## config.mk

```make
export PLATFORM = sky130hd
export DESIGN_NAME = can_mob_status_timer_regs
export DESIGN_NICKNAME = d
export VERILOG_FILES = /design/src/core/can_mob_status_timer_regs.v
export VERILOG_INCLUDE_DIRS = /design/src /design/src/include
export SDC_FILE = /design/constraint.sdc
export NUM_CORES = 1
export LEC_CHECK = 0
export BUFFER_PORTS_ARGS = -buffer_cell sky130_fd_sc_hd__buf_2
export CORE_UTILIZATION = 40
export DETAILED_ROUTE_END_ITERATION = 6
export GPL_TIMING_DRIVEN = 0
export PLACE_DENSITY = 0.61
export SETUP_SLACK_MARGIN = 0.1
export SLEW_MARGIN = 20
export SYNTH_ARGS = -nofsm -noshare
export SYNTH_HDL_FRONTEND = slang
export SYNTH_SLANG_ARGS = --single-unit
```

## constraint.sdc

```tcl
create_clock -name clk -period 6.87 [get_ports clk]
set_input_delay 0.687 -clock clk [delete_from_list [all_inputs] [get_ports clk]]
set_output_delay 0.687 -clock clk [all_outputs]
set_load 0.1 [all_outputs]
```

## src/include/can_mob_defs.vh

```
`ifndef CAN_MOB_DEFS_VH
`define CAN_MOB_DEFS_VH

// ****************************************
// Register byte addresses
// ****************************************
`define A_TIMER_LO    8'h00
`define A_TIMER_HI    8'h04
`define A_CAPTURE_LO  8'h08
`define A_CAPTURE_HI  8'h0c
`define A_TX_FAULT    8'h10
`define A_RX_FAULT    8'h14
`define A_TOP_OBJ     8'h18
`define A_PAGE        8'h1c
`define A_STATUS      8'h20
`define A_CONTROL     8'h24
`define A_DATA        8'h28
`define A_PRESCALE    8'h2c

// ****************************************
// Fields and reset values
// ****************************************
`define NUM_OBJECTS     4'h6
`define NO_OBJECT       4'hf
`define TOP_OBJ_RESET   8'hf0
`define STEP_N_BIT      3
`define LEN_WARN_BIT    7
`define TX_DONE_BIT     6
`define RX_DONE_BIT     5
`define OP_DISABLED     2'b00
`define OP_TRANSMIT     2'b01
`define OP_RECEIVE      2'b10
`define OP_FRAME_BUF    2'b11

// ****************************************
// Frame field codes from the bit engine
// ****************************************
`define FLD_IDLE     4'h0
`define FLD_SOF      4'h1
`define FLD_ARB      4'h2
`define FLD_CTRL     4'h3
`define FLD_CRC      4'h4
`define FLD_CRC_DEL  4'h5
`define FLD_ACK      4'h6
`define FLD_ACK_DEL  4'h7
`define FLD_EOF      4'h8

// ****************************************
// Protocol constants
// ****************************************
`define CRC_POLY      15'h4599
`define STUFF_RUN     3'h5
`define EOF_RX_BIT    3'h5
`define EOF_TX_BIT    3'h6
`define TX_FAULT_STEP 8'h08
`define FAULT_MAX     8'hff
`define TIMER_PRE_LOG 3'h7

`endif

```

## src/core/can_mob_status_timer_regs.v

```verilog
// Operation
// - Read-only 16-bit bus timer, resets to zero
// - Read-only 16-bit trigger capture, resets zero
// - Read-only 8-bit fault counters, reset zero
// - Top field shows highest-priority pending object
// - Top field reads all ones when none
// - Low four priority bits are software storage
// - Page upper bits select object zero to five
// - Page bit three low enables index stepping
// - Page low bits index object data byte
// - Object storage not initialised by reset
// - Length mismatch flags warning, length always overwritten
// - Transmit done at EOF end; lowest first
// - Receive done after sixth EOF bit
// - Multiple matches update the lowest object only
// - Bit fault while sending, two exceptions
// - Stuff fault on six equal bits
// - CRC over destuffed frame, mismatch flags fault
// - Form fault on delimiters or EOF
// - Ack fault when sending and ack slot recessive
// - Two-bit operation field selects object mode
// - Operation kept; rewrite re-enables, unlocks clear
// - Timer ticks every eight times prescale-plus-one
// - Completion clears object enable status
//
// The APB slave port and the placing of the registers were left to the implementer.
`timescale 1ns/1ns
`include "can_mob_defs.vh"

module can_mob_status_timer_regs (
  // Clock and reset
  input wire clk,
  input wire rst_b,
  // APB slave
  input wire psel,
  input wire penable,
  input wire pwrite,
  input wire [7:0] paddr,
  input wire [31:0] pwdata,
  output reg [31:0] prdata,
  output reg pready,
  output reg pslverr,
  // Controller links
  input wire controller_enable,
  input wire [5:0] irq_enable,
  output reg [5:0] object_in_use,
  output reg [5:0] object_irq_status,
  // Bit engine
  input wire bit_tick,
  input wire rx_bit,
  input wire tx_bit,
  input wire transmitting,
  input wire [3:0] frame_field,
  // Received frame
  input wire [5:0] rx_match,
  input wire [3:0] rx_length,
  input wire [63:0] rx_data,
  // Transmit request
  output reg tx_request,
  output reg [2:0] tx_select,
  output reg [3:0] tx_length
);

  // ****************************************
  // Storage
  // ****************************************
  // No reset on object storage: contents are undefined until written
  reg [7:0] stat_mem [0:5];
  reg [7:0] ctrl_mem [0:5];
  reg [7:0] data_mem [0:47];

  reg [15:0] timer_r;
  reg [10:0] div_cnt_r;
  reg [15:0] capture_r;
  reg [7:0] tx_fault_count;
  reg [7:0] rx_fault_count;
  reg [7:0] top_r;
  reg [7:0] page_r;
  reg [7:0] prescale_r;
  reg [5:0] lock_r;
  reg [5:0] stat_valid_r;
  reg [2:0] run_cnt_r;
  reg last_bit_r;
  reg [14:0] crc_r;
  reg [14:0] crc_rx_r;
  reg [2:0] eof_cnt_r;

  integer i;
  integer j;
  integer c;
  integer m;

  function [3:0] lowest;
    input [5:0] v;
    integer k;
    begin
      lowest = `NO_OBJECT;
      for (k = 5; k >= 0; k = k - 1) begin
        if (v[k]) begin
          lowest = k[3:0];
        end
      end
    end
  endfunction

  // ****************************************
  // Object selection
  // ****************************************
  reg [5:0] tx_cand;
  reg [5:0] rx_cand;
  reg [5:0] flags_any;
  always @* begin
    for (c = 0; c < 6; c = c + 1) begin
      tx_cand[c] = object_in_use[c] &&
                   ctrl_mem[c][7:6] == `OP_TRANSMIT;
      rx_cand[c] = object_in_use[c] && rx_match[c] &&
                   ctrl_mem[c][7];
      flags_any[c] = stat_valid_r[c] && (|stat_mem[c]);
    end
  end

  wire [3:0] tx_obj = lowest(tx_cand);
  wire [3:0] rx_obj = lowest(rx_cand);

  // ****************************************
  // Bit level checks
  // ****************************************
  wire f_sof = frame_field == `FLD_SOF;
  wire f_arb = frame_field == `FLD_ARB;
  wire f_ctrl = frame_field == `FLD_CTRL;
  wire f_crc = frame_field == `FLD_CRC;
  wire f_ack = frame_field == `FLD_ACK;
  wire f_eof = frame_field == `FLD_EOF;
  wire stuff_zone = f_sof | f_arb | f_ctrl | f_crc;
  wire run_full = run_cnt_r == `STUFF_RUN && !f_sof;
  wire stuff_bit = stuff_zone && run_full && rx_bit != last_bit_r;
  wire stuff_err = bit_tick && stuff_zone && run_full &&
                   rx_bit == last_bit_r;
  wire data_bit = bit_tick && stuff_zone && !stuff_bit && !stuff_err;
  wire crc_err = bit_tick && frame_field == `FLD_CRC_DEL &&
                 crc_rx_r != crc_r;
  wire form_err = bit_tick && !rx_bit &&
                  (frame_field == `FLD_CRC_DEL ||
                   frame_field == `FLD_ACK_DEL || f_eof);
  wire ack_err = bit_tick && f_ack && transmitting && rx_bit;
  // Lost arbitration and a dominant ack slot are not bit faults
  wire bit_err = bit_tick && transmitting && rx_bit != tx_bit &&
                 !(f_arb && tx_bit && !rx_bit) &&
                 !(f_ack && !rx_bit);
  wire tx_done_evt = bit_tick && f_eof && transmitting &&
                     eof_cnt_r == `EOF_TX_BIT;
  wire rx_done_evt = bit_tick && f_eof && !transmitting &&
                     eof_cnt_r == `EOF_RX_BIT && rx_obj != `NO_OBJECT;
  wire any_err = stuff_err | crc_err | form_err | ack_err | bit_err;
  wire tx_err_evt = any_err && transmitting;
  wire rx_err_evt = any_err && !transmitting;

  wire [3:0] ev_obj = transmitting ? tx_obj : rx_obj;
  wire ev_ok = ev_obj != `NO_OBJECT;
  wire len_warn = rx_done_evt &&
                  rx_length != ctrl_mem[rx_obj[2:0]][3:0];
  wire [7:0] set_vec = {len_warn, tx_done_evt, rx_done_evt,
                        bit_err, stuff_err, crc_err, form_err, ack_err};

  wire [14:0] crc_shift = {crc_r[13:0], 1'b0};
  wire [14:0] crc_nxt = (rx_bit ^ crc_r[14]) ? crc_shift ^ `CRC_POLY
                                             : crc_shift;

  always @(posedge clk or negedge rst_b) begin
    if (!rst_b) begin
      run_cnt_r <= 3'h0;
      last_bit_r <= 1'b1;
      crc_r <= 15'h0000;
      crc_rx_r <= 15'h0000;
      eof_cnt_r <= 3'h0;
    end else if (bit_tick) begin
      if (!stuff_zone) begin
        run_cnt_r <= 3'h0;
      end else if (f_sof || rx_bit != last_bit_r || stuff_err) begin
        run_cnt_r <= 3'h1;
      end else begin
        run_cnt_r <= run_cnt_r + 3'h1;
      end
      last_bit_r <= rx_bit;
      // Restart at each start of frame: the engine may not tick when idle
      if (frame_field == `FLD_IDLE || f_sof) begin
        crc_r <= 15'h0000;
      end else if (data_bit && !f_crc) begin
        crc_r <= crc_nxt;
      end
      if (data_bit && f_crc) begin
        crc_rx_r <= {crc_rx_r[13:0], rx_bit};
      end
      eof_cnt_r <= f_eof ? eof_cnt_r + 3'h1 : 3'h0;
    end
  end

  // ****************************************
  // APB slave
  // ****************************************
  wire access = psel && penable;
  wire done = access && pready;
  wire [2:0] sel = page_r[6:4];
  wire sel_ok = page_r[7:4] < `NUM_OBJECTS;
  wire [5:0] data_idx = {page_r[6:4], page_r[2:0]};
  reg [7:0] rd_val;
  reg hit;
  always @* begin
    hit = 1'b1;
    rd_val = 8'h00;
    case (paddr)
      `A_TIMER_LO: rd_val = timer_r[7:0];
      `A_TIMER_HI: rd_val = timer_r[15:8];
      `A_CAPTURE_LO: rd_val = capture_r[7:0];
      `A_CAPTURE_HI: rd_val = capture_r[15:8];
      `A_TX_FAULT: rd_val = tx_fault_count;
      `A_RX_FAULT: rd_val = rx_fault_count;
      `A_TOP_OBJ: rd_val = top_r;
      `A_PAGE: rd_val = page_r;
      `A_STATUS: rd_val = sel_ok ? stat_mem[sel] : 8'h00;
      `A_CONTROL: rd_val = sel_ok ? ctrl_mem[sel] : 8'h00;
      `A_DATA: rd_val = sel_ok ? data_mem[data_idx] : 8'h00;
      `A_PRESCALE: rd_val = prescale_r;
      default: hit = 1'b0;
    endcase
  end

  wire wr = done && pwrite && !pslverr;
  wire wr_stat = wr && paddr == `A_STATUS && sel_ok;
  wire wr_ctrl = wr && paddr == `A_CONTROL && sel_ok;
  wire wr_data = wr && paddr == `A_DATA && sel_ok;
  wire data_acc = done && !pslverr && paddr == `A_DATA;

  // One wait state: pready rises in the second access cycle
  always @(posedge clk or negedge rst_b) begin
    if (!rst_b) begin
      pready <= 1'b0;
      pslverr <= 1'b0;
      prdata <= 32'h00000000;
    end else if (access && !pready) begin
      pready <= 1'b1;
      pslverr <= !hit;
      prdata <= {24'h000000, rd_val};
    end else begin
      pready <= 1'b0;
      pslverr <= 1'b0;
    end
  end

  // ****************************************
  // Page, top object and prescale
  // ****************************************
  always @(posedge clk or negedge rst_b) begin
    if (!rst_b) begin
      page_r <= 8'h00;
      top_r <= `TOP_OBJ_RESET;
      prescale_r <= 8'h00;
    end else begin
      if (wr && paddr == `A_PAGE) begin
        page_r <= pwdata[7:0];
      end else if (data_acc && !page_r[`STEP_N_BIT]) begin
        page_r[2:0] <= page_r[2:0] + 3'h1;
      end
      top_r[7:4] <= lowest(object_irq_status);
      if (wr && paddr == `A_TOP_OBJ) begin
        top_r[3:0] <= pwdata[3:0];
      end
      if (wr && paddr == `A_PRESCALE) begin
        prescale_r <= pwdata[7:0];
      end
    end
  end

  // ****************************************
  // Bus timer, capture and fault counters
  // ****************************************
  wire [10:0] div_limit = {prescale_r, `TIMER_PRE_LOG};
  always @(posedge clk or negedge rst_b) begin
    if (!rst_b) begin
      div_cnt_r <= 11'h000;
      timer_r <= 16'h0000;
      capture_r <= 16'h0000;
      tx_fault_count <= 8'h00;
      rx_fault_count <= 8'h00;
    end else begin
      if (!controller_enable) begin
        div_cnt_r <= 11'h000;
      end else if (div_cnt_r == div_limit) begin
        div_cnt_r <= 11'h000;
        timer_r <= timer_r + 16'h0001;
      end else begin
        div_cnt_r <= div_cnt_r + 11'h001;
      end
      if (bit_tick && f_sof) begin
        capture_r <= timer_r;
      end
      if (tx_err_evt) begin
        tx_fault_count <= (tx_fault_count > `FAULT_MAX - `TX_FAULT_STEP)
          ? `FAULT_MAX : tx_fault_count + `TX_FAULT_STEP;
      end else if (tx_done_evt && tx_fault_count != 8'h00) begin
        tx_fault_count <= tx_fault_count - 8'h01;
      end
      if (rx_err_evt && rx_fault_count != `FAULT_MAX) begin
        rx_fault_count <= rx_fault_count + 8'h01;
      end else if (rx_done_evt && rx_fault_count != 8'h00) begin
        rx_fault_count <= rx_fault_count - 8'h01;
      end
    end
  end

  // ****************************************
  // Object enable, lock and request outputs
  // ****************************************
  always @(posedge clk or negedge rst_b) begin
    if (!rst_b) begin
      object_in_use <= 6'h00;
      object_irq_status <= 6'h00;
      lock_r <= 6'h00;
      stat_valid_r <= 6'h00;
      tx_request <= 1'b0;
      tx_select <= 3'h0;
      tx_length <= 4'h0;
    end else begin
      for (i = 0; i < 6; i = i + 1) begin
        if ((tx_done_evt || rx_done_evt) && ev_obj == i) begin
          object_in_use[i] <= 1'b0;
          lock_r[i] <= 1'b1;
        end
        if (wr_ctrl && sel == i) begin
          object_in_use[i] <= pwdata[7:6] != `OP_DISABLED;
          lock_r[i] <= 1'b0;
        end
        if (wr_stat && sel == i) begin
          stat_valid_r[i] <= 1'b1;
        end
      end
      object_irq_status <= irq_enable & flags_any;
      tx_request <= tx_obj != `NO_OBJECT;
      tx_select <= tx_obj[2:0];
      tx_length <= (tx_obj != `NO_OBJECT) ? ctrl_mem[tx_obj[2:0]][3:0]
                                          : 4'h0;
    end
  end

  // ****************************************
  // Object storage updates
  // ****************************************
  // Done flags cannot be cleared until the operation is rewritten
  wire [7:0] keep_mask = lock_r[sel] ? 8'h60 : 8'h00;
  wire [7:0] stat_wval = (pwdata[7:0] & ~keep_mask) |
                         (stat_mem[sel] & keep_mask);
  always @(posedge clk) begin
    for (m = 0; m < 6; m = m + 1) begin
      // A hardware set in the clearing cycle is never lost
      if ((wr_stat && sel == m) || (ev_ok && ev_obj == m)) begin
        stat_mem[m] <= ((wr_stat && sel == m) ? stat_wval : stat_mem[m])
          | ((ev_ok && ev_obj == m) ? set_vec : 8'h00);
      end
      if (wr_ctrl && sel == m) begin
        ctrl_mem[m] <= pwdata[7:0];
      end
      if (rx_done_evt && rx_obj == m) begin
        ctrl_mem[m][3:0] <= rx_length;
        for (j = 0; j < 8; j = j + 1) begin
          data_mem[m * 8 + j] <= rx_data[j * 8 +: 8];
        end
      end
    end
    if (wr_data && !(rx_done_evt && rx_obj[2:0] == sel)) begin
      data_mem[data_idx] <= pwdata[7:0];
    end
  end

endmodule

```

==> run metrics <==
Final ANT Viol Nets 0; Least-Margin Pin Slew 1.38 ns; clk_skew 0.0347 ns; library cells used by synthesis 87; Final Hold Vio Count 0; Slew headroom 7.97%; post-layout util 46.4%; Cell Area, Synth 38500 µm²; clock slew at reported path FFs 0.06 ns; setup bufs post-CTS 0; final non-filler cell area 44100 µm²; total negative slack 0 ns; first-pass GRT wire length 220000 µm; initial antenna violation count 9; Routed wire per std cell 34.7 µm; crit path kind reg2reg; CTS buffer count 86; EDFF count, synth 608; final net count 3455; share of layout cells above drive strength 1 26.3%; Non-Filler Instances 4641; die area 97400 µm²; Initial DRC Count 5190; pin count of the biggest net entering global routing 90; Top delay family on crit path simple AND/OR/NAND/NOR gates; sequential share of the synthesized area 58.0%; Async SR Flop Fraction 21.0%; Hold-fix buffers, CTS 0; Clock Latency Late Sink 0.69 ns; startpoint types flop; area growth from synthesis to layout 14.8%; Post-CTS Resized 0; RSZ-0062 raised after global routing no; # clock sinks 770; Final setup viols 0; First-pass DRT Iterations 7; failing checks DRC; fmax 177 MHz; vias in the first global route 28100; Site Rows 113; Root Buffer clkbuf_16; Hold Slack 0.0234 ns; Pwr per Cell Area 245 nW/µm²; slowest stage cell, crit path clkbuf_1; vias post-DR 29900; commonest non-fill, non-tap cell in the layout edfxtp_1; count of input and output buffers 134; commonest non-fill, non-tap cells in the layout edfxtp_1, mux2_2, nand2_1; CP endpoint kind flop; Hold Path Class in2async; CP bufs+invs 3; all-layer global routing usage 32.3%; HPWL after DPL 112000 µm; Initial Util 40.4%; Routed WL 161000 µm; VDD IR max 0.000203 V; fin crit period 5.66 ns; worst-path cell chain buf_2, nor3b_2, clkbuf_1, buf_1, nand2_1, nand2_1; Placed Area 41500 µm²; slowest stage delay, CP 1.03 ns; status finished with violations; clock tree buffer depth 3; Avg Inst Size Synth 13.2 µm²; CTS tree yes; r2r setup slk 1.21 ns; Synth Warn # 0; drt drc 2; Worst path most repeated cell nand2_1; Yosys reg bits 770; core area 95200 µm²; H-tree depth 3; RePlAce Congestion 0.986; number of max-slew violations in the final report 0; crit-path max FO 10; Die X 312 µm; grt total ovfl 0; worst path required time 7.18 ns; Synth Flop Type edfxtp_1; number of top-level pins 188; max-cap violations 0; Leakage 0.0169 µW; Final Cycle Share 82.3%; Post-Place Cells 4478; die height 312 µm; crit path DAT 5.97 ns; vias per cell 6.44; Cells after Synth 2920
kinds of logic after synthesis:
family,Yosys count,synth area share (%)
XOR/XNOR,65,1.48
multiplexers,624,18.8
adder cells (fa/ha/maj),19,0.638
AO/OA/AOI/OAI,565,10.3
AND/OR/NAND/NOR,634,8.10
buffers and inverters,242,2.65
other,1,0.00975
flip-flops,770,58.0
per-layer routing:
metal | part of all wire (%) | up-vias | track usage [%]
li1 | - | 12000 | -
met4 | 6.0 | 4 | 16.3
met3 | 14 | 528 | 10.6
met2 | 42 | 2409 | 46.5
met5 | 0.015 | - | 0
met1 | 38 | 15000 | 43.7
sequential cells by signal, indices dropped and copies added, names as in the netlist, 11 cells and up:
name / flops
data_mem: 512
ctrl_mem: 48
stat_mem: 48
capture_r: 16
timer_r: 16
crc_r: 15
crc_rx_r: 15
div_cnt_r: 11
worst paths after layout:
check                                  startpoint               to  depth (start not counted)
worst max-delay path                    page_r[1]  data_mem[26][2]                          6
worst min-delay path                        rst_b     tx_length[2]                          1
worst max register to register          page_r[1]  data_mem[26][2]                          6
worst min register to register    stat_valid_r[2]  stat_valid_r[2]                          1
max in group asynchronous                   rst_b     capture_r[2]                          2
min in group clk                controller_enable     div_cnt_r[2]                          3
final cells by class:
class                   count  area, µm²
repair buffers            143        785
diodes                      8       20.0
well taps                1265       1580
multi-input cells        2059      15700
inverters                  31        116
plain buffers             211        941
clock inverters            35        269
flip-flops and latches    770      22300
fillers                  8705      51000
clock buffers             119       2380
through the flow:
step | setup WS [ns] | total power, µW
4_1_cts | 1.60 | 10800
2_1_floorplan | 2.96 | 5980
6_report | 1.21 | 10800
5_1_grt | 1.46 | 11100
3_5_place_dp | 1.60 | 6360
3_3_place_gp | 1.03 | 6340
synthesized netlist by cell type, drive strengths merged (26+ instances only):
cell | number | area [µm²]
a221oi | 80 | 718
xor2 | 35 | 307
a21oi | 77 | 389
nand3 | 62 | 310
o21ai | 128 | 641
mux2 | 494 | 5560
edfxtp | 608 | 18300
clkbuf | 139 | 523
nor4 | 27 | 199
inv | 29 | 109
nand4 | 26 | 169
xnor2 | 30 | 263
a22oi | 79 | 593
mux2i | 102 | 1020
nand2 | 271 | 1100
dfrtp | 157 | 3930
nor2 | 120 | 450
mux4 | 28 | 631
buf | 72 | 382
where the power goes:
group	switching (µW)	internal, µW	total [µW]
clock network	2000	2530	4530
logic	618	355	974
registers	138	5190	5330
total	2760	8070	10800
No activity file was read; power rests on OpenSTA's default activity.
